$ cat config.mk
export PLATFORM = sky130hd
export DESIGN_NAME = sample_clock_ctrl
export DESIGN_NICKNAME = d
export VERILOG_FILES = /design/src/shared/clkgen_pkg.sv /design/src/shared/phase_if.sv /design/src/phase_counter.sv /design/src/sample_clock_ctrl.sv
export VERILOG_INCLUDE_DIRS = /design/src /design/src/shared
export SDC_FILE = /design/constraint.sdc
export NUM_CORES = 1
export LEC_CHECK = 0
export BUFFER_PORTS_ARGS = -buffer_cell sky130_fd_sc_hd__buf_4
export CAP_MARGIN = 5
export CORE_ASPECT_RATIO = 1.25
export CORE_MARGIN = 3
export CORE_UTILIZATION = 45
export CTS_BUF_LIST = sky130_fd_sc_hd__clkbuf_4
export CTS_CLUSTER_SIZE = 20
export DETAILED_ROUTE_END_ITERATION = 10
export HOLD_SLACK_MARGIN = 0.03
export PLACE_DENSITY = 0.66
export RECOVER_POWER = 50
export SYNTH_ARGS = -nofsm -noshare
export SYNTH_HDL_FRONTEND = slang
export SYNTH_HIERARCHICAL = 1
export SYNTH_SLANG_ARGS = --single-unit
$ cat constraint.sdc
create_clock -name sys_clk -period 4 [get_ports sys_clk]
set_clock_uncertainty 0.2 [all_clocks]
set_input_delay 0 -clock sys_clk [delete_from_list [all_inputs] [get_ports sys_clk]]
set_output_delay 0 -clock sys_clk [all_outputs]
set_load 0.02 [all_outputs]
$ cat src/shared/clkgen_defs.svh
// offsets, field positions, reset values and timing counts for the
// sample clock generator control block; included by bare name
`ifndef CLKGEN_DEFS_SVH
`define CLKGEN_DEFS_SVH

// register indices
`define GEN2_MODE_IDX 6'h13
`define GEN2_SAMPLE_RATE_IDX 6'h14
`define GEN2_PHASE_SHIFT_IDX 6'h15
`define GEN3_MODE_IDX 6'h16

// reset values
`define GEN2_MODE_RST 16'h00FF
`define GEN2_SAMPLE_RATE_RST 16'hBB80
`define GEN2_PHASE_SHIFT_RST 16'h0000
`define GEN3_MODE_RST 16'h00FF

// mode register fields
`define MODE_REF_BIT 15
`define MODE_VID_BIT 14
`define MODE_P200_BIT 12
`define MODE_X87_BIT 11
`define MODE_LOCK_TYPE_BIT 7
`define MODE_BASE_HI 6
`define MODE_BASE_LO 4
`define MODE_DIV_HI 3
`define MODE_DIV_LO 0

// phase shift register fields
`define PHASE_DIR_BIT 8
`define PHASE_MAG_HI 7
`define PHASE_MAG_LO 0
`define PHASE_USED_MASK 16'h01FF

// base rates in hertz
`define BASE_48000 16'hBB80
`define BASE_32000 16'h7D00
`define BASE_44100 16'hAC44
`define BASE_29400 16'h72D8
`define BASE_44056 16'hAC18

// phase decrement rate: 3.072 MHz, period in picoseconds
`define SYS_CLK_MHZ 200
`define PHASE_STEP_PS 325521
`define PHASE_STEP_CYCLES ((`PHASE_STEP_PS * `SYS_CLK_MHZ) / 1000000)

`endif

$ cat src/shared/clkgen_pkg.sv
// types shared by the sample clock generator control block
package clkgen_pkg;
    typedef enum logic [1:0] {
        ECHO_IDLE,
        ECHO_ARMED,
        ECHO_SEND
    } echo_state_t;

    typedef logic [15:0] reg_word_t;
endpackage

$ cat src/shared/phase_if.sv
// carrier between the control block and the phase shift counter
// assumes both ends share sys_clk
`timescale 1ns/1ps
interface phase_if #(parameter int MAG_W = 8);
    logic clear;
    logic load;
    logic load_dir;
    logic [MAG_W-1:0] load_mag;
    logic tick;
    logic pend_dir;
    logic [MAG_W-1:0] pend_mag;
    logic step;

    modport ctrl (
        output clear,
        output load,
        output load_dir,
        output load_mag,
        output tick,
        input pend_dir,
        input pend_mag,
        input step
    );

    modport cnt (
        input clear,
        input load,
        input load_dir,
        input load_mag,
        input tick,
        output pend_dir,
        output pend_mag,
        output step
    );
endinterface

$ cat src/phase_counter.sv
// pending phase shift: loads, replaces and counts down one lsb per tick
// assumes tick is a one-cycle enable on sys_clk
`timescale 1ns/1ps
module phase_counter #(
    parameter int MAG_W = 8
) (
    input wire logic sys_clk,
    input wire logic rst,
    phase_if.cnt pif
);
    logic [MAG_W-1:0] mag_ff;
    logic dir_ff;
    logic step_ff;
    logic [MAG_W-1:0] nxt_mag;
    logic busy;

    generate
        if (MAG_W < 1) begin : g_chk
            $error("phase magnitude width must be at least one");
        end
    endgenerate

    assign busy = (mag_ff != '0);
    // a new write replaces whatever is still pending
    assign nxt_mag = pif.clear ? '0 :
                     pif.load ? pif.load_mag :
                     (pif.tick && busy) ? mag_ff - 1'b1 : mag_ff;

    always_ff @(posedge sys_clk) begin
        if (rst) begin
            mag_ff <= '0;
            dir_ff <= 1'b0;
            step_ff <= 1'b0;
        end else begin
            mag_ff <= nxt_mag;
            dir_ff <= pif.clear ? 1'b0 : (pif.load ? pif.load_dir : dir_ff);
            step_ff <= !pif.clear && !pif.load && pif.tick && busy;
        end
    end

    assign pif.pend_mag = mag_ff;
    assign pif.pend_dir = dir_ff;
    assign pif.step = step_ff;
endmodule

$ cat src/sample_clock_ctrl.sv
// control registers of sample clock generator 2 and generator 3 mode
// assumes the serial port logic delivers register accesses and slot
// strobes on sys_clk; reset_pin_n, power_down_pin_n and frame_sync_in
// are raw pins
`timescale 1ns/1ps
`include "clkgen_defs.svh"
module sample_clock_ctrl #(
    parameter int STEP_CYCLES = `PHASE_STEP_CYCLES
) (
    input wire logic sys_clk,
    input wire logic rst,
    input wire logic reset_pin_n,
    input wire logic power_down_pin_n,
    input wire logic frame_sync_in,
    input wire logic gen2_enable,
    input wire logic bus_master,
    input wire logic slot0_start,
    input wire logic slot1_start,
    input wire logic reg_wr,
    input wire logic reg_rd,
    input wire logic [5:0] reg_addr,
    input wire logic [15:0] reg_wdata,
    output logic [15:0] reg_rdata,
    output logic reg_rvalid,
    output logic [15:0] echo_data,
    output logic echo_valid,
    output logic gen2_video_lock,
    output logic gen2_pal_lock,
    output logic gen2_sync_referenced,
    output logic gen2_bit_clock_on,
    output logic [15:0] gen2_base_rate_hz,
    output logic [3:0] gen2_divisor,
    output logic [15:0] gen2_rate_value,
    output logic gen2_eight_sevenths_on,
    output logic gen2_phase_step,
    output logic gen2_phase_direction,
    output logic gen3_master_ref,
    output logic gen3_eight_sevenths_on,
    output logic gen3_phase_from_reg,
    output logic gen3_bit_clock_offset
);
    // ************************************************************
    // elaboration check and helpers
    // ************************************************************
    generate
        if (STEP_CYCLES < 2 || STEP_CYCLES > 127) begin : g_chk
            $error("phase step divider out of range");
        end
    endgenerate

    function automatic logic [15:0] base_rate(input logic [2:0] code, input logic pal);
        logic [15:0] hz;
        hz = 16'h0000;
        case (code)
            3'h0: hz = `BASE_48000;
            3'h1: hz = `BASE_32000;
            3'h2: hz = `BASE_44100;
            3'h3: hz = `BASE_29400;
            3'h4: hz = pal ? 16'h0000 : `BASE_48000;
            3'h5: hz = pal ? 16'h0000 : `BASE_44056;
            default: hz = 16'h0000;
        endcase
        return hz;
    endfunction

    function automatic logic addr_hit(input logic [5:0] a, input logic [5:0] idx);
        return a == idx;
    endfunction

    // ************************************************************
    // pin synchronisers
    // ************************************************************
    logic [2:0] pin_raw;
    logic [2:0] pin_s1_ff;
    logic [2:0] pin_s2_ff;
    logic [2:0] pin_s3_ff;
    logic [2:0] pin_ff;

    assign pin_raw = {frame_sync_in, power_down_pin_n, reset_pin_n};

    genvar gi;
    generate
        for (gi = 0; gi < 3; gi++) begin : g_sync
            always_ff @(posedge sys_clk) begin
                if (rst) begin
                    pin_s1_ff[gi] <= 1'b0;
                    pin_s2_ff[gi] <= 1'b0;
                    pin_s3_ff[gi] <= 1'b0;
                    pin_ff[gi] <= 1'b0;
                end else begin
                    pin_s1_ff[gi] <= pin_raw[gi];
                    pin_s2_ff[gi] <= pin_s1_ff[gi];
                    pin_s3_ff[gi] <= pin_s2_ff[gi];
                    if (pin_s2_ff[gi] == pin_s3_ff[gi]) begin
                        pin_ff[gi] <= pin_s3_ff[gi];
                    end
                end
            end
        end
    endgenerate

    logic fsync_d_ff;
    wire fsync_edge = pin_ff[2] && !fsync_d_ff;
    wire hold_all = !pin_ff[0] || !pin_ff[1];
    wire hold_phase = hold_all || !gen2_enable;
    wire frame_start = bus_master ? slot0_start : fsync_edge;

    // ************************************************************
    // register decode
    // ************************************************************
    wire wr_mode2 = reg_wr && addr_hit(reg_addr, `GEN2_MODE_IDX) && !hold_all;
    wire wr_rate2 = reg_wr && addr_hit(reg_addr, `GEN2_SAMPLE_RATE_IDX) && !hold_all;
    wire wr_phase2 = reg_wr && addr_hit(reg_addr, `GEN2_PHASE_SHIFT_IDX) && !hold_phase;
    wire wr_mode3 = reg_wr && addr_hit(reg_addr, `GEN3_MODE_IDX) && !hold_all;
    wire wr_any = wr_mode2 || wr_rate2 || wr_phase2 || wr_mode3;

    logic [15:0] mode2_ff;
    logic [15:0] rate2_ff;
    logic [15:0] mode3_ff;
    logic [15:0] phase_snap_ff;

    phase_if #(.MAG_W(8)) pif ();

    wire [15:0] phase_live = {7'h00, pif.pend_dir, pif.pend_mag};
    wire [15:0] prev_word = wr_mode2 ? mode2_ff :
                            wr_rate2 ? rate2_ff :
                            wr_phase2 ? phase_live : mode3_ff;
    wire [15:0] rd_word = addr_hit(reg_addr, `GEN2_MODE_IDX) ? mode2_ff :
                          addr_hit(reg_addr, `GEN2_SAMPLE_RATE_IDX) ? rate2_ff :
                          addr_hit(reg_addr, `GEN2_PHASE_SHIFT_IDX) ? phase_snap_ff :
                          addr_hit(reg_addr, `GEN3_MODE_IDX) ? mode3_ff : 16'h0000;

    // ************************************************************
    // control registers
    // ************************************************************
    always_ff @(posedge sys_clk) begin
        if (rst || hold_all) begin
            mode2_ff <= `GEN2_MODE_RST;
            rate2_ff <= `GEN2_SAMPLE_RATE_RST;
            mode3_ff <= `GEN3_MODE_RST;
        end else begin
            if (wr_mode2) begin
                mode2_ff <= reg_wdata;
            end
            if (wr_rate2) begin
                rate2_ff <= reg_wdata;
            end
            if (wr_mode3) begin
                mode3_ff <= reg_wdata;
            end
        end
    end

    // remaining shift is captured at frame start for readback
    always_ff @(posedge sys_clk) begin
        if (rst) begin
            phase_snap_ff <= `GEN2_PHASE_SHIFT_RST;
            fsync_d_ff <= 1'b0;
        end else begin
            fsync_d_ff <= pin_ff[2];
            if (hold_phase) begin
                phase_snap_ff <= `GEN2_PHASE_SHIFT_RST;
            end else if (frame_start) begin
                phase_snap_ff <= phase_live;
            end
        end
    end

    // ************************************************************
    // phase shift countdown
    // ************************************************************
    logic [6:0] div_cnt_ff;
    logic tick_ff;
    wire div_wrap = div_cnt_ff == 7'(STEP_CYCLES - 1);

    always_ff @(posedge sys_clk) begin
        if (rst) begin
            div_cnt_ff <= 7'h00;
            tick_ff <= 1'b0;
        end else begin
            div_cnt_ff <= div_wrap ? 7'h00 : div_cnt_ff + 7'h01;
            tick_ff <= div_wrap;
        end
    end

    assign pif.clear = hold_phase;
    assign pif.load = wr_phase2;
    assign pif.load_dir = reg_wdata[`PHASE_DIR_BIT];
    assign pif.load_mag = reg_wdata[`PHASE_MAG_HI:`PHASE_MAG_LO];
    assign pif.tick = tick_ff;

    phase_counter #(.MAG_W(8)) u_phase (
        .sys_clk(sys_clk),
        .rst(rst),
        .pif(pif.cnt)
    );

    // ************************************************************
    // read port and write echo
    // ************************************************************
    clkgen_pkg::echo_state_t echo_st_ff;
    clkgen_pkg::echo_state_t nxt_echo_st;
    clkgen_pkg::reg_word_t echo_hold_ff;
    logic [15:0] rdata_ff;
    logic rvalid_ff;
    logic [15:0] echo_data_ff;
    logic echo_valid_ff;

    // a write that one of the four registers accepts always restarts the echo; it goes out in the next frame
    always_comb begin
        nxt_echo_st = echo_st_ff;
        case (echo_st_ff)
            clkgen_pkg::ECHO_IDLE: nxt_echo_st = clkgen_pkg::ECHO_IDLE;
            clkgen_pkg::ECHO_ARMED: begin
                if (frame_start) begin
                    nxt_echo_st = clkgen_pkg::ECHO_SEND;
                end
            end
            clkgen_pkg::ECHO_SEND: begin
                if (slot1_start) begin
                    nxt_echo_st = clkgen_pkg::ECHO_IDLE;
                end
            end
            default: nxt_echo_st = clkgen_pkg::ECHO_IDLE;
        endcase
        if (wr_any) begin
            nxt_echo_st = clkgen_pkg::ECHO_ARMED;
        end
    end

    always_ff @(posedge sys_clk) begin
        if (rst) begin
            echo_st_ff <= clkgen_pkg::ECHO_IDLE;
            echo_hold_ff <= 16'h0000;
            echo_data_ff <= 16'h0000;
            echo_valid_ff <= 1'b0;
            rdata_ff <= 16'h0000;
            rvalid_ff <= 1'b0;
        end else begin
            echo_st_ff <= nxt_echo_st;
            if (wr_any) begin
                echo_hold_ff <= prev_word;
            end
            echo_valid_ff <= (echo_st_ff == clkgen_pkg::ECHO_SEND) && slot1_start && !wr_any;
            if ((echo_st_ff == clkgen_pkg::ECHO_SEND) && slot1_start) begin
                echo_data_ff <= echo_hold_ff;
            end
            rvalid_ff <= reg_rd;
            if (reg_rd) begin
                rdata_ff <= rd_word;
            end
        end
    end

    // ************************************************************
    // rate decode
    // ************************************************************
    wire vid2 = mode2_ff[`MODE_REF_BIT] && mode2_ff[`MODE_VID_BIT];
    wire pal2 = mode2_ff[`MODE_LOCK_TYPE_BIT];
    wire [2:0] base_code = mode2_ff[`MODE_BASE_HI:`MODE_BASE_LO];
    wire [3:0] div_code = mode2_ff[`MODE_DIV_HI:`MODE_DIV_LO];
    wire ref3 = mode3_ff[`MODE_REF_BIT];
    logic [8:0] dec_ff;

    // unlisted pairs pass through unchecked
    always_ff @(posedge sys_clk) begin
        if (rst) begin
            dec_ff <= 9'h000;
            gen2_base_rate_hz <= 16'h0000;
            gen2_divisor <= 4'h0;
            gen2_rate_value <= `GEN2_SAMPLE_RATE_RST;
        end else begin
            dec_ff[0] <= vid2;
            dec_ff[1] <= vid2 && pal2;
            dec_ff[2] <= mode2_ff[`MODE_REF_BIT];
            dec_ff[3] <= !vid2;
            dec_ff[4] <= !mode2_ff[`MODE_REF_BIT] && mode2_ff[`MODE_X87_BIT];
            dec_ff[5] <= !ref3;
            dec_ff[6] <= !ref3 && mode3_ff[`MODE_X87_BIT];
            dec_ff[7] <= !ref3;
            dec_ff[8] <= mode3_ff[`MODE_P200_BIT] && !(ref3 && mode3_ff[`MODE_VID_BIT]);
            gen2_base_rate_hz <= vid2 ? base_rate(base_code, pal2) : 16'h0000;
            gen2_divisor <= vid2 ? div_code + 4'h1 : 4'h0;
            gen2_rate_value <= rate2_ff;
        end
    end

    assign gen2_video_lock = dec_ff[0];
    assign gen2_pal_lock = dec_ff[1];
    assign gen2_sync_referenced = dec_ff[2];
    assign gen2_bit_clock_on = dec_ff[3];
    assign gen2_eight_sevenths_on = dec_ff[4];
    assign gen3_master_ref = dec_ff[5];
    assign gen3_eight_sevenths_on = dec_ff[6];
    assign gen3_phase_from_reg = dec_ff[7];
    assign gen3_bit_clock_offset = dec_ff[8];
    assign gen2_phase_step = pif.step;
    assign gen2_phase_direction = pif.pend_dir;
    assign reg_rdata = rdata_ff;
    assign reg_rvalid = rvalid_ff;
    assign echo_data = echo_data_ff;
    assign echo_valid = echo_valid_ff;
endmodule

; Word level (Yosys, flattened, before mapping)
; Index checks and enable logic that the tools add are counted.
[word_totals]
regBits = 185
in_bits = 33
out_inout_bits = 81
wordCells = 121
[op_classes]
n_addsub = 3
n_eq_ne = 19
n_mux = 17
n_bitwise = 1
n_reduce_logical = 48
[ops]
columns = operator, n
row1 = 16-bit 2-to-1 mux, 9
row2 = 16-bit case mux with 6 select lines, 1
row3 = "6-bit by 5-bit == test with 1-bit output, second input constant", 4
row4 = 1-bit logical AND, 21
row5 = 8-bit 2-to-1 mux, 2
row6 = 1-bit logical NOT, 12
row7 = 8-bit nonzero test, 1
row8 = 2-bit OR reduction, 4
row9 = "8-bit by 1-bit subtractor with 8-bit output, second input constant", 1
row10 = "7-bit by 1-bit adder with 7-bit output, second input constant", 1
row11 = "7-bit == test, second input constant", 1
row12 = "3-bit by 2-bit == test with 1-bit output, second input constant", 2
row13 = "3-bit == test, second input constant", 2
row14 = 1-bit logical OR, 6
row15 = "3-bit != test, second input constant", 2
row16 = "4-bit by 1-bit adder with 4-bit output, second input constant", 1
row17 = 2-bit 2-to-1 mux, 2
row18 = "2-bit != test, second input constant", 2
row19 = 2-bit case mux with 2 select lines, 1
row20 = 2-bit AND reduction, 2
row21 = 1-bit == test, 3
row22 = "3-bit by 1-bit == test with 1-bit output, second input constant", 1
row23 = 3-bit logical NOT, 1
row24 = "2-bit by 1-bit == test with 1-bit output, second input constant", 1
row25 = other kinds (4), 5

; Depth between registers and ports, before layout
; Gate-level depths: netlist of the first run.
[depth]
ltp_word = 9
ltp_mapped = 10
mapped_depth_nobuf = 6

; Hierarchy
; The synthesis of the first run kept the hierarchy.
[modules_own_cells]
columns = mod, n_inst, cells_per_inst, area_each_um2, seq_area_each_um2
row1 = sample_clock_ctrl, 1, 766, 6820.3, 3383.2
row2 = phase_counter, 1, 68, 550.5, 200.2

; Worst setup path before layout of the first run
; No wires, ideal clock.
[synth_path]
path_kind = register to register
from = register pin_ff[0]
to = register u_phase.mag_ff[7] (netlist: u_phase/pif.pend_mag[7])
setup_time_ps = 123
t_arrival_ps = 1875
t_required_ps = 3677
slack_ps = 1801
path_stages_with_launch = 11
path_buffers = 4
synth_period_minus_slack_ps = 2199
path_cell_list = dfxtp_1 and3_1 buf_2 and4_1 buf_2 clkbuf_1 inv_1 clkbuf_1 and3_1 a21oi_1 o2bb2ai_1
[synth_via]
elab_chain_cells = 6
word_cells_on_any_way = 8
cone_classes = 1 x mux / 7 x reduce/logical
[synth_rtl]
columns = element, line
row1 = start: declaration, sample_clock_ctrl.sv:77  ; logic [2:0] pin_ff;
row2 = start signal: indexed assignment, sample_clock_ctrl.sv:95  ; pin_ff[gi] <= pin_s3_ff[gi];
row3 = 1-bit logical NOT (*), sample_clock_ctrl.sv:104  ; wire hold_all = !pin_ff[0] || !pin_ff[1];
row4 = 1-bit logical OR (*), sample_clock_ctrl.sv:104
row5 = 1-bit logical OR (*), sample_clock_ctrl.sv:105  ; wire hold_phase = hold_all || !gen2_enable;
row6 = 1-bit logical NOT (*), sample_clock_ctrl.sv:113  ; wire wr_phase2 = reg_wr && addr_hit(reg_addr, `GEN2_PHASE_SHIFT_IDX) && !hold_phase;
row7 = 1-bit logical AND (*), sample_clock_ctrl.sv:113
row8 = named net pif.load, phase_if.sv:6  ; logic load;
row9 = 8-bit 2-to-1 mux / 2-bit nonzero test (equally long branches), n/a
row10 = end signal: assignment, phase_counter.sv:35  ; mag_ff <= nxt_mag;
row11 = end: declaration, phase_counter.sv:11  ; logic [MAG_W-1:0] mag_ff;
; The timed path passes the listed nets; every way through them passes the cells marked *.
; A chain may end at the register's enable or synchronous reset.

; Final worst setup path of the first run
[layout_path]
from = input port reg_addr[3]
to = register echo_st_ff[1]
[layout_via]
elab_chain_cells = 7
word_cells_on_any_way = 16
cone_classes = 4 x eq/ne / 12 x reduce/logical
[layout_rtl]
columns = element, line
row1 = start: declaration, sample_clock_ctrl.sv:21  ; input wire logic [5:0] reg_addr,
row2 = 6-bit by 5-bit == test with 1-bit output, sample_clock_ctrl.sv:67  ; return a == idx;
row3 = "1-bit logical AND, on equally long branches (2 in a row)", "sample_clock_ctrl.sv:111, sample_clock_ctrl.sv:112"
row4 = 1-bit logical OR (2 in a row), sample_clock_ctrl.sv:115  ; wire wr_any = wr_mode2 || wr_rate2 || wr_phase2 || wr_mode3;
row5 = 1-bit logical OR (*), sample_clock_ctrl.sv:115
row6 = 2-bit OR reduction (no source line) (*), n/a
row7 = end signal: assignment, sample_clock_ctrl.sv:233  ; echo_st_ff <= clkgen_pkg::ECHO_IDLE;
row8 = end signal: assignment, sample_clock_ctrl.sv:240  ; echo_st_ff <= nxt_echo_st;
row9 = end: declaration, sample_clock_ctrl.sv:201  ; clkgen_pkg::echo_state_t echo_st_ff;
; Every way passes the cells marked *; elsewhere a longest branch is shown, timed or not.

==> impl_summary.md, run 1 <==
Outcome
The run finished, with violations left. The final reports fail on capacitance limit, slew limit.

Routing
For this run, design rule violations remaining after detail routing come to 0. The total number of vias is about 6300. The count of nets left with antenna violations once routing finished came out at 0. Before antenna repair, the detailed router went through 5 iterations. In the routed layout, each cell is associated on average with a via count of 5.25.

Wires add up to 19.5 mm. The number of DRC markers after the initial detailed-route iteration is 529. The average wire length per cell after detail routing is 16.3 um.

Worst hold path
The worst min-delay path startpoint is reg_wdata[6]. Along the worst hold path, the cell count comes to 4. The worst hold-check path type is in2reg. The worst hold path terminates at u_phase/pif.pend_mag[6].

GRT
The number of global-route vias before repair was just under 6000. The global-route track usage on met2 is between 30% and 40%. The routing usage on met1 is 30.5%. Global routing used about 3.8% of the available met3 tracks. Global routing used between 20% and 30% of the available tracks. The total congestion overflow after global routing is 0. The global-route wire length before repair is 31.5 mm.

Entering global routing, the biggest net connects 86 pins. The number of antenna violations at the first check in global routing is 1. The global-route layer with the greatest usage is met2.

Worst setup path
The depth of the worst register-to-register path is 7. In this run the worst path has a maximum fanout of 36. The startpoint kind of the worst setup timing path is a primary input. The arrival time at the worst endpoint is 3680 ps. The endpoint identified for the worst register-to-register timing path is echo_st_ff[1]. The data required time at the worst endpoint is 4260 ps.

The setup check on the worst reg-to-reg path leaves a slack of approximately 1100 ps. The startpoint of the worst register-to-register path is pin_ff[2]. The worst setup path is captured at a flop. The critical path start-end classification is in2reg.

STA
The count of final hold-check violations is 0. The number of max-slew violations in the final report is 86. The pin slew with the least headroom to its limit is 1800 ps. Measured against its own limit, the worst slew margin works out to -19.7%. The number of setup violations in the final report is 0. The minimum period implied by the final worst setup slack is about 3400 ps. Adding up every negative setup slack in the final design gives 0 ps. Static timing analysis puts the maximum clock frequency at 292 MHz.

The ratio of final minimum period to clock period is 85.6%. Setup repair after global routing left no endpoint under its margin.

Synth
For this run, the number of Yosys warnings is 6. The count of flip-flops with a built-in enable after synthesis is 0. Yosys mapped the design onto 55 distinct sky130hd cell types. The number of synthesized register bits is approximately 180. The post-synthesis area per instance is 8.84 um^2. The share of async-settable or async-resettable flops after synthesis is 0%. The number of standard cells after synthesis is 834. The part of the Yosys area used for sequential elements is 48.6%. The netlist area before placement is 7370 um^2. For this run, the leading register cell type out of synthesis is dfxtp_1.

CTS
The maximum level of the CTS H-tree is 4. The post-cts repair resize count is 0. The insertion delay of the later-clocked pin in the worst-skew pair is 560 ps. Clock-pin slew was measured on the worst setup and hold paths at roughly 140 ps. The clock net in this run drives a total of 179 sinks.

In this run the clock root is driven by a clkbuf_4. The clock passes through at most 2 buffers. The CTS tree is built. Clock tree synthesis inserted a total of 17 buffers. The post-CTS setup-driven buffer insertion count is 0.

Die
The initial core utilization is 46.6%. The die covers roughly 18000 um^2. The area of the core is 15800 um^2. Measured along the y axis, the die boundary spans 149 um. The number of I/O pins is 114. In this run the core area contains 51 standard-cell rows. The chip width is 120 um.

Placement
Summed over all nets, the half-perimeter wirelength after detailed placement is 13.2 mm. During placement, the flow inserted port buffers numbering 110. At the end of routability-driven placement, the weighted congestion stood at 0.860. The number of instances in the placed design is 1102.

Layout
Counting the fill cells in the layout gives between 1500 and 2000. In the final design database the tool counted 1008 nets. Leaving out filler cells and counting taps, the final layout contains 1197. The most common cell after layout, fill and taps aside is dfxtp_1. The flip-flop and latch area is around 3600 um^2. The area overhead of the layout relative to synthesis is 20.7%.

Summing all multi-input logic gate instances after layout gives around 3400 um^2. Of the cells placed in the final design, the portion with a size suffix greater than 1 is 10.3%. Leaving out fill and tap cells, the most frequent cells in the layout are dfxtp_1, nand2_1, clkbuf_1.

Flow run
Across the run, the number of max-cap violations was 1.

Power and ir drop
The power density over cell area is 353 nW/um^2. The power consumption is 3.14 mW. VDD sags by at most 173 uV. The analysis attributes to cell leakage a power of 3.44 nW.
cell type report:
type	count	share of cell area, %
diodes	2	0.0563
clock buffers	18	1.52
clock inverters	14	2.36
inverters	35	1.48
multi-input cells	557	37.7
flip-flops and latches	179	40.3
well taps	212	2.98
repair buffers	180	13.6
routing by layer:
metal / vias to the layer above / part of all wire, %
li1: 3174 / -
met1: 2896 / 45
met2: 195 / 47
met5: - / 0
met3: 23 / 5.9
met4: 0 / 1.7
synthesized netlist by cell type (6+ instances only):
cell type | instances | share of area (%)
nor4_1 | 10 | 0.85
nand2b_1 | 13 | 1.1
o21ai_1 | 11 | 0.75
nand2_1 | 119 | 6.1
a2111oi_0 | 6 | 0.71
o32ai_2 | 8 | 1.8
nor2b_1 | 26 | 2.2
dfxtp_1 | 179 | 49
and3_1 | 63 | 5.3
clkbuf_1 | 36 | 1.8
buf_2 | 13 | 0.88
nor2_1 | 46 | 2.3
nand3_1 | 16 | 1.1
buf_4 | 7 | 0.71
o32ai_1 | 8 | 0.95
nand3b_1 | 9 | 0.92
mux2i_1 | 26 | 3.5
o311ai_1 | 7 | 0.83
o211ai_1 | 9 | 0.92
a21oi_1 | 57 | 3.9
inv_1 | 35 | 1.8
a211oi_1 | 10 | 1.0
a41oi_1 | 9 | 1.1
xnor2_1 | 6 | 0.71
o21ai_0 | 36 | 2.4
or2_2 | 11 | 0.93
per-stage QoR:
step / util [%] / setup WS, ps / cell area [um^2] / hold slack [ps]
after floorplan: - / 1800 / 7380 / -117
after global placement: 52.0 / 1420 / 8230 / 10.1
after detailed placement: 52.0 / 1390 / 8230 / 18.8
after CTS: 58.0 / 703 / 9180 / 45.5
after global routing: 56.2 / 457 / 8890 / 70.5
final: 56.2 / 577 / 8890 / 96.1
cell families after synthesis:
family / after synthesis / synth area share, %
other: 1 / 0.0509
AO/OA/AOI/OAI: 176 / 16.2
AND/OR/NAND/NOR: 338 / 23.5
adder cells (fa/ha/maj): 5 / 0.849
buffers and inverters: 100 / 6.18
flip-flops: 179 / 48.6
multiplexers: 26 / 3.53
XOR/XNOR: 9 / 1.07
state kept, by name, summed over array words and instances (netlist names), 9 cells and up:
signal and count:
mode3_ff 16, echo_data 16, phase_snap_ff 9, gen2_rate_value 16, mode2_ff 16, reg_rdata 16, rate2_ff 16, echo_hold_ff 16
gen2_base_rate_hz 11
timing repair:
item	CTS	global route
endpoints found under the hold margin	150	0
endpoints found under the setup margin	0	0
hold buffers	61	0
power by group:
part,internal [mW],total (mW),switching [mW]
registers,1.79,1.80,0.00487
logic,0.0795,0.170,0.0903
clock network,0.562,1.17,0.611
worst max-delay path, cell delays in order:
cell and delay [ps]:
dlygate4sd3_1 540, buf_4 160, nor3b_4 150, dlygate4sd3_1 560
buf_4 320, and2_1 180, buf_4 320, o21a_1 740
a211oi_2 60, dlygate4sd3_1 650
worst max-delay path by stage:
| stage | slack, ps | depth (start not counted) | from | endpoint |
|---|---|---|---|---|
| floorplan | 1800 | 10 | pin_ff[0] | u_phase/pif.pend_mag[7] |
| detailed placement | 1390 | 6 | reg_addr[5] | echo_hold_ff[6] |
| CTS | 700 | 10 | reg_addr[3] | echo_st_ff[1] |
| global placement | 1420 | 6 | reg_addr[5] | echo_hold_ff[1] |
| global route | 460 | 10 | reg_addr[3] | echo_st_ff[1] |
| finish | 580 | 10 | reg_addr[3] | echo_st_ff[1] |
No activity file was read; power rests on OpenSTA's default activity.
==> run 2, diff against run 1 <==
--- a/config.mk
+++ b/config.mk
@@ -6,16 +6,15 @@
 export SDC_FILE = /design/constraint.sdc
 export NUM_CORES = 1
 export LEC_CHECK = 0
-export BUFFER_PORTS_ARGS = -buffer_cell sky130_fd_sc_hd__buf_4
 export CAP_MARGIN = 5
-export CORE_ASPECT_RATIO = 1.25
+export CORE_ASPECT_RATIO = 1.4
 export CORE_MARGIN = 3
 export CORE_UTILIZATION = 45
 export CTS_BUF_LIST = sky130_fd_sc_hd__clkbuf_4
 export CTS_CLUSTER_SIZE = 20
 export DETAILED_ROUTE_END_ITERATION = 10
+export DONT_BUFFER_PORTS = 1
 export HOLD_SLACK_MARGIN = 0.03
-export PLACE_DENSITY = 0.66
 export RECOVER_POWER = 50
 export SYNTH_ARGS = -nofsm -noshare
 export SYNTH_HDL_FRONTEND = slang
==> run 2 against run 1 <==
Net effect:
- the run now ends clean
- highest routed layer unchanged
- sequential power barely moved
- cell count fell by 11%
- non-clock buffer count fell by 108
- register-to-register slack got worse by 110 ps
- wire length rose by 7.5%
- via count fell by 2.0%
- critical path type unchanged
- count of clock-buffer cells in the layout did not move
- design area fell by 7.1%
- die area barely moved
- clock power fell by 27%
- flip-flop and latch count did not move
- first-iteration DRC count fell by 12%
==> impl_summary.md, run 2 (synthesis gave the netlist of run 1 again) <==
Outcome
Status: completed (was finished, violations left).

Worst setup path
The data required time at the worst endpoint was 4260 ps (about the same). The arrival time at the worst endpoint was 3450 ps (was 3680 ps). The startpoint kind of the worst setup timing path is a primary input (unchanged).

The depth of the worst register-to-register path was 5 (was 7). The reg-to-reg setup timing slack is 970 ps (was 1080 ps). The sort of element at the end of the critical path is a flop (unchanged).

The endpoint of the worst-slack reg-to-reg timing path is mode3_ff[13] (was echo_st_ff[1]). The critical path start-end classification was in2reg (unchanged). The startpoint of the worst register-to-register path was pin_ff[0] (was pin_ff[2]). The largest fanout on the critical path is 18 (was 36).

Routing
The routed via count divided by cell count is 5.75 (was 5.25). The total detailed-routing wirelength is 21.0 mm (was 19.5 mm). The count of unresolved DRC violations after routing is 0 (unchanged).

The number of DRC markers after the initial detailed-route iteration came to 466 (was 529). The total number of vias is 6161 (was 6288). The remaining antenna violation count is 0 (unchanged). The first-pass iteration count of the detailed router is 5 (unchanged). The average wire length per cell after detail routing was 19.6 um (was 16.3 um).

Die
The number of I/O pins is 114 (unchanged). The total number of placement rows is 54 (was 51). The die span in y came to 157 um (was 149 um). The initial core utilization is 46.6% (about the same). The area of the core is 15800 um^2 (about the same).

The chip width is 114 um (was 120 um). The area of the die came to 18000 um^2 (about the same).

Power and ir drop
The total leakage power is 3.13 nW (was 3.44 nW). The power density over cell area is 337 nW/um^2 (was 353 nW/um^2). The power consumption is 2.78 mW (was 3.14 mW). The maximum vdd ir drop is 239 uV (was 173 uV).

CTS
The number of sinks handled by clock tree synthesis is 179 (unchanged). The post-CTS setup-driven buffer insertion count was 0 (unchanged). The post-cts repair resize count is 0 (unchanged). The number of CTS-inserted buffers is 17 (unchanged). The insertion delay of the later-clocked pin in the worst-skew pair is 560 ps (about the same). The maximum level of the CTS H-tree came to 4 (unchanged). The buffer type at the clock tree root is clkbuf_4 (unchanged).

The CTS tree is built (unchanged). The clock-pin slew on the worst setup and hold paths is 140 ps (about the same). The number of buffers between clock root and the deepest sink is 2 (unchanged).

Worst hold path
The number of cells on the worst hold path is 3 (was 4). The hold-critical path endpoint was u_phase/pif.pend_mag[1] (was u_phase/pif.pend_mag[6]). The worst hold-check path type is in2reg (unchanged).

The worst min-delay path startpoint is reg_wdata[1] (was reg_wdata[6]).

STA
The minimum period implied by the final worst setup slack came to 3190 ps (was 3420 ps). The pin slew with the least headroom to its limit is 1090 ps (was 1800 ps). The highest clock frequency the design can meet is 313 MHz (was 292 MHz). The count of final hold-check violations is 0 (unchanged).

The setup total negative slack is 0 ps (unchanged). The post-route worst setup slack is 805 ps (was 577 ps). Unrepaired setup endpoints after global routing: no (unchanged). The number of setup violations in the final report came to 0 (unchanged). The post-route worst hold slack is 73.9 ps (was 96.1 ps). The ratio of final minimum period to clock period is 79.9% (was 85.6%). The worst slew margin relative to its limit was 27.0% (was -19.7%).

The number of max-slew violations in the final report came to 0 (was 86).

Layout
Most frequent cells in the layout: dfxtp_1, nand2_1, dlygate4sd3_1 (was dfxtp_1, nand2_1, clkbuf_1). The proportion of layout cells with a drive suffix above 1 is 7.55% (was 10.3%). The final net count is 900 (was 1008). The area of all placed cells without fillers is 8260 um^2 (was 8890 um^2). The most common cell after layout, fill and taps aside is dfxtp_1 (unchanged). The area overhead of the layout relative to synthesis is 12.1% (was 20.7%).

GRT
The total global routing track utilization is 23.5% (was 21.9%). The largest net degree at the start of global routing came to 86 (unchanged). The total congestion overflow after global routing is 0 (unchanged). The number of global-route vias before repair is 5964 (was 5948). The global-route wire length before repair came to 32.7 mm (was 31.5 mm). The number of antenna violations at the first check in global routing is 1 (unchanged).

Flow run
The count of maximum capacitance violations was 0 (was 1).

Placement
The post-place setup slack is 1190 ps (was 1390 ps). The detailed placement HPWL is 14.5 mm (was 13.2 mm). The number of buffers inserted by port buffering is 0 (was 110). The final RePlAce weighted congestion is 0.916 (was 0.860). The standard cell area after detailed placement is 7360 um^2 (was 8230 um^2).
## run 2: worst max-delay path, cell delays in order
cell and delay, ps:
dlygate4sd3_1 620, nor3b_4 240, dlygate4sd3_1 990, nand3_2 650, mux2i_1 320, dlygate4sd3_1 580
nand2_1 50
## run 2: power breakdown
part           switching, mW  internal, mW
logic                 0.0771        0.0542
registers             0.0102          1.79
clock network          0.606         0.244
## run 2: repair_timing
item	CTS	global route
hold endpoints to repair	179	1
hold buffers	65	1
setup endpoints to repair	0	0
## run 2: cell type report
cell class                 instances  area (um^2)
sequential                       179         3580
clock inverter                    13         88.8
multi-input combinational        557         3350
antenna                            1         2.50
clock buffer                      18          135
tap                              196          245
timing repair buffer              72          723
inverter                          35          131
fill                            1565         7550
## run 2: layer usage
| metal | part of all wire [%] | up-vias | routed length [um] | global-route usage [%] |
|---|---|---|---|---|
| li1 | - | 2952 | - | - |
| met1 | 39 | 2957 | 8250 | 26.8 |
| met2 | 53 | 210 | 11000 | 41.8 |
| met3 | 4.6 | 42 | 974 | 4.88 |
| met4 | 3.4 | 0 | 713 | 10.7 |
| met5 | 0 | - | 0 | 0 |
## run 2: worst max-delay path by stage
stage	cells after the start	from	endpoint	slack (ps)
after floorplan	10	pin_ff[0]	u_phase/pif.pend_mag[7]	1800
after global placement	6	pin_ff[0]	u_phase/pif.pend_mag[4]	1290
after detailed placement	6	pin_ff[0]	u_phase/pif.pend_mag[7]	1190
after CTS	7	reg_addr[5]	mode2_ff[6]	920
after global routing	7	reg_addr[5]	mode2_ff[6]	690
final	7	reg_addr[5]	mode2_ff[6]	810
## run 2: metrics by stage
stage	util (%)	std cells
2_1_floorplan	-	836
3_3_place_gp	46.5	973
3_5_place_dp	46.5	973
4_1_cts	52.2	1069
5_1_grt	52.3	1071
6_report	52.3	1071
==> run 3, diff against run 2 <==
==> constraint.sdc (replaced) <==
create_clock -name sys_clk -period 2.8 [get_ports sys_clk]
set_clock_uncertainty 0.2 [all_clocks]
set_input_delay 0 -clock sys_clk [delete_from_list [all_inputs] [get_ports sys_clk]]
set_output_delay 0 -clock sys_clk [all_outputs]
set_load 0.02 [all_outputs]
==> run 3 against run 2 <==
Net effect:
- sequential share of layout area down 0.75 points
- register-to-register slack worse by 730 ps
- die area unchanged
- via count up 1.1%
- non-clock buffer count up 14
- critical path type unchanged
- critical endpoint is now reg_rdata[13]
- largest cell class unchanged
==> impl_summary.md, run 3 (synthesis gave the netlist of run 1 again) <==
Outcome
Status: completed (unchanged).

Power and ir drop
The switching power of the nets is 996 uW (was 693 uW). The combinational share of power was 4.8% (was 4.7%). The maximum vdd ir drop was 287 uV (was 239 uV). The proportion of power drawn by the clock network was 32.1% (was 30.5%). The internal power component is 3.09 mW (was 2.09 mW). The total leakage power is 3.21 nW (was 3.13 nW).

The sequential share of power is 63.1% (was 64.7%). The switching fraction of total power is 24.4% (was 24.9%). The power density over cell area came to 485 nW/um^2 (was 337 nW/um^2).

GRT
The total global routing track utilization was 23.5% (about the same). The number of global-route vias before repair is 6144 (was 5964). The largest net degree at the start of global routing was 86 (unchanged). The global-route layer with the greatest usage is met2 (unchanged). The total congestion overflow after global routing is 0 (unchanged). The global-route track usage on met2 is 41.0% (was 41.8%). The global-route wire length before repair came to 32.8 mm (was 32.7 mm).

The routing usage on met1 is 26.4% (was 26.8%). The number of antenna violations at the first check in global routing came to 2 (was 1). The global routing met3 resource utilization is 5.08% (was 4.88%).

Routing
The count of unresolved DRC violations after routing is 0 (unchanged). The remaining antenna violation count is 0 (unchanged). The average wire length per cell after detail routing was 19.2 um (was 19.6 um). The total detailed-routing wirelength is 20.9 mm (was 21.0 mm). The routed via count divided by cell count is 5.73 (was 5.75). The total number of vias is 6226 (was 6161). The first-pass iteration count of the detailed router was 5 (unchanged). The number of DRC markers after the initial detailed-route iteration is 484 (was 466).

Worst setup path
The critical path start-end classification is in2reg (unchanged). The largest fanout on the critical path is 23 (was 18). The endpoint of the worst-slack reg-to-reg timing path is rate2_ff[14] (was mode3_ff[13]). The reg-to-reg setup timing slack is 240 ps (was 970 ps).

Cell-by-cell trace of the critical path: dlygate4sd3_1, and3b_1, dlygate4sd3_1, and2_2, buf_4, o311ai_1, a21oi_1, dlygate4sd3_1 (was dlygate4sd3_1, nor3b_4, dlygate4sd3_1, nand3_2, mux2i_1, dlygate4sd3_1, nand2_1). The most frequent cell on the critical path is dlygate4sd3_1 (unchanged). The startpoint of the worst register-to-register path is pin_ff[0] (unchanged). The depth of the worst register-to-register path is 6 (was 5). The startpoint kind of the worst setup timing path is a primary input (unchanged).

The sort of element at the end of the critical path was a flop (unchanged). The arrival time at the worst endpoint is 3050 ps (was 3450 ps). The maximum single-stage delay on the critical path is 650 ps (was 990 ps).

The standard cell with the maximum stage delay on the critical path is dlygate4sd3_1 (unchanged). The data required time at the worst endpoint is 3080 ps (was 4260 ps).

Worst hold path
The hold-critical path endpoint is rate2_ff[5] (was u_phase/pif.pend_mag[1]). The worst hold-check path type is in2reg (unchanged). The worst min-delay path startpoint was reg_wdata[5] (was reg_wdata[1]). The number of cells on the worst hold path is 3 (unchanged).

CTS
The CTS tree is built (unchanged). The clock-pin slew on the worst setup and hold paths came to 140 ps (about the same). The number of buffers between clock root and the deepest sink came to 2 (unchanged). The buffer type at the clock tree root was clkbuf_4 (unchanged). The maximum level of the CTS H-tree is 4 (unchanged). The number of sinks handled by clock tree synthesis came to 179 (unchanged). The number of CTS-inserted buffers is 17 (unchanged).

The insertion delay of the later-clocked pin in the worst-skew pair came to 570 ps (was 560 ps). The post-CTS setup-driven buffer insertion count is 0 (unchanged).

Layout
The most common cell after layout, fill and taps aside is dfxtp_1 (unchanged). The area overhead of the layout relative to synthesis is 14.1% (was 12.1%). The layout filler cell count is 1504 (was 1565). Most frequent cells in the layout: dfxtp_1, nand2_1, dlygate4sd3_1 (unchanged). The proportion of layout cells with a drive suffix above 1 is 9.11% (was 7.55%). The area of all placed cells without fillers is 8410 um^2 (was 8260 um^2). The final net count is 914 (was 900).

Die
The number of I/O pins is 114 (unchanged). The die span in y is 157 um (unchanged). The chip width is 114 um (unchanged). The total number of placement rows is 54 (unchanged). The area of the core is 15800 um^2 (unchanged). The initial core utilization came to 46.6% (unchanged).

The area of the die is 18000 um^2 (unchanged).

STA
Dividing the final minimum period by the clock period gives 99.0%. The highest clock frequency the design can meet is 361 MHz. The minimum period implied by the final worst setup slack is 2770 ps. The number of setup violations in the final report is 0 (unchanged). The worst slew margin relative to its limit is 40.3% (was 27.0%). The count of final hold-check violations is 0 (unchanged).

The setup total negative slack is 0 ps (unchanged). The number of max-slew violations in the final report is 0 (unchanged). Unrepaired setup endpoints after global routing: no (unchanged).

The pin slew with the least headroom to its limit is 896 ps (was 1090 ps).

Placement
The detailed placement HPWL was 14.7 mm (was 14.5 mm). The final RePlAce weighted congestion is 0.920 (was 0.916). The standard cell area after detailed placement was 7460 um^2 (was 7360 um^2). The number of buffers inserted by port buffering is 0 (unchanged).

Flow run
The count of maximum capacitance violations is 0 (unchanged).
## run 3: changes by cell type in the layout (fill, tap and decap cells not counted), sizes merged
cell and delta:
bufinv +1, clkinv +3, dlygate4sd3 +1, buf +13, clkinvlp -4, inv +1
## run 3: final cells by class
cell class	count	area (um^2)	share of cell area, %
flip-flops and latches	179	3580	42.6
multi-input cells	557	3370	40.0
repair buffers	86	831	9.88
well taps	196	245	2.92
clock buffers	18	135	1.61
inverters	35	131	1.56
clock inverters	14	114	1.35
diodes	1	2.50	0.0298
## run 3: repair_timing
action / CTS / global route
setup endpoints to repair: 0 / 7
endpoints found under the hold margin: 179 / 0
hold buffers: 67 / 0
gates resized for setup: 0 / 4
## run 3: through the flow
stage,setup slack [ps],util (%),instances,hold slack [ps],power (mW)
floorplan,601,-,836,-117,2.72
global placement,544,47.2,986,-116,2.72
detailed placement,501,47.2,986,-105,2.72
CTS,100,53.1,1085,33.2,4.13
global route,13.5,53.2,1086,38.3,4.24
finish,28.7,53.2,1086,75.3,4.08
## run 3: metal layers
layer,wire [um],share of wire [%]
met5,7,0.033
met1,8010,38
met3,1130,5.4
met2,10800,52
met4,985,4.7
## run 3: worst max path at each step
stage	start	end	slack, ps	cells past startpoint
finish	reg_addr[0]	reg_rdata[13]	30	8
global route	reg_addr[0]	reg_rdata[13]	10	8
CTS	pin_ff[0]	rate2_ff[14]	100	6
detailed placement	pin_ff[0]	u_phase/pif.pend_mag[4]	500	6
global placement	pin_ff[0]	u_phase/pif.pend_mag[4]	540	6
floorplan	pin_ff[0]	u_phase/pif.pend_mag[7]	600	10
## run 3: worst max-delay path, delay by kind of cell
kind | cells | cell delay [ps]
buffers and inverters | 4 | 2030
AOI/OAI and AO/OA | 2 | 520
and+or+nand+nor | 2 | 490
## run 3: power by group through the flow
| stage | clock network [mW] | registers, mW | logic [mW] |
|---|---|---|---|
| detailed placement | 0 | 2.63 | 0.0917 |
| floorplan | 0 | 2.63 | 0.0908 |
| CTS | 1.36 | 2.58 | 0.196 |
| finish | 1.31 | 2.57 | 0.197 |
| global route | 1.45 | 2.58 | 0.212 |
| global placement | 0 | 2.63 | 0.0888 |
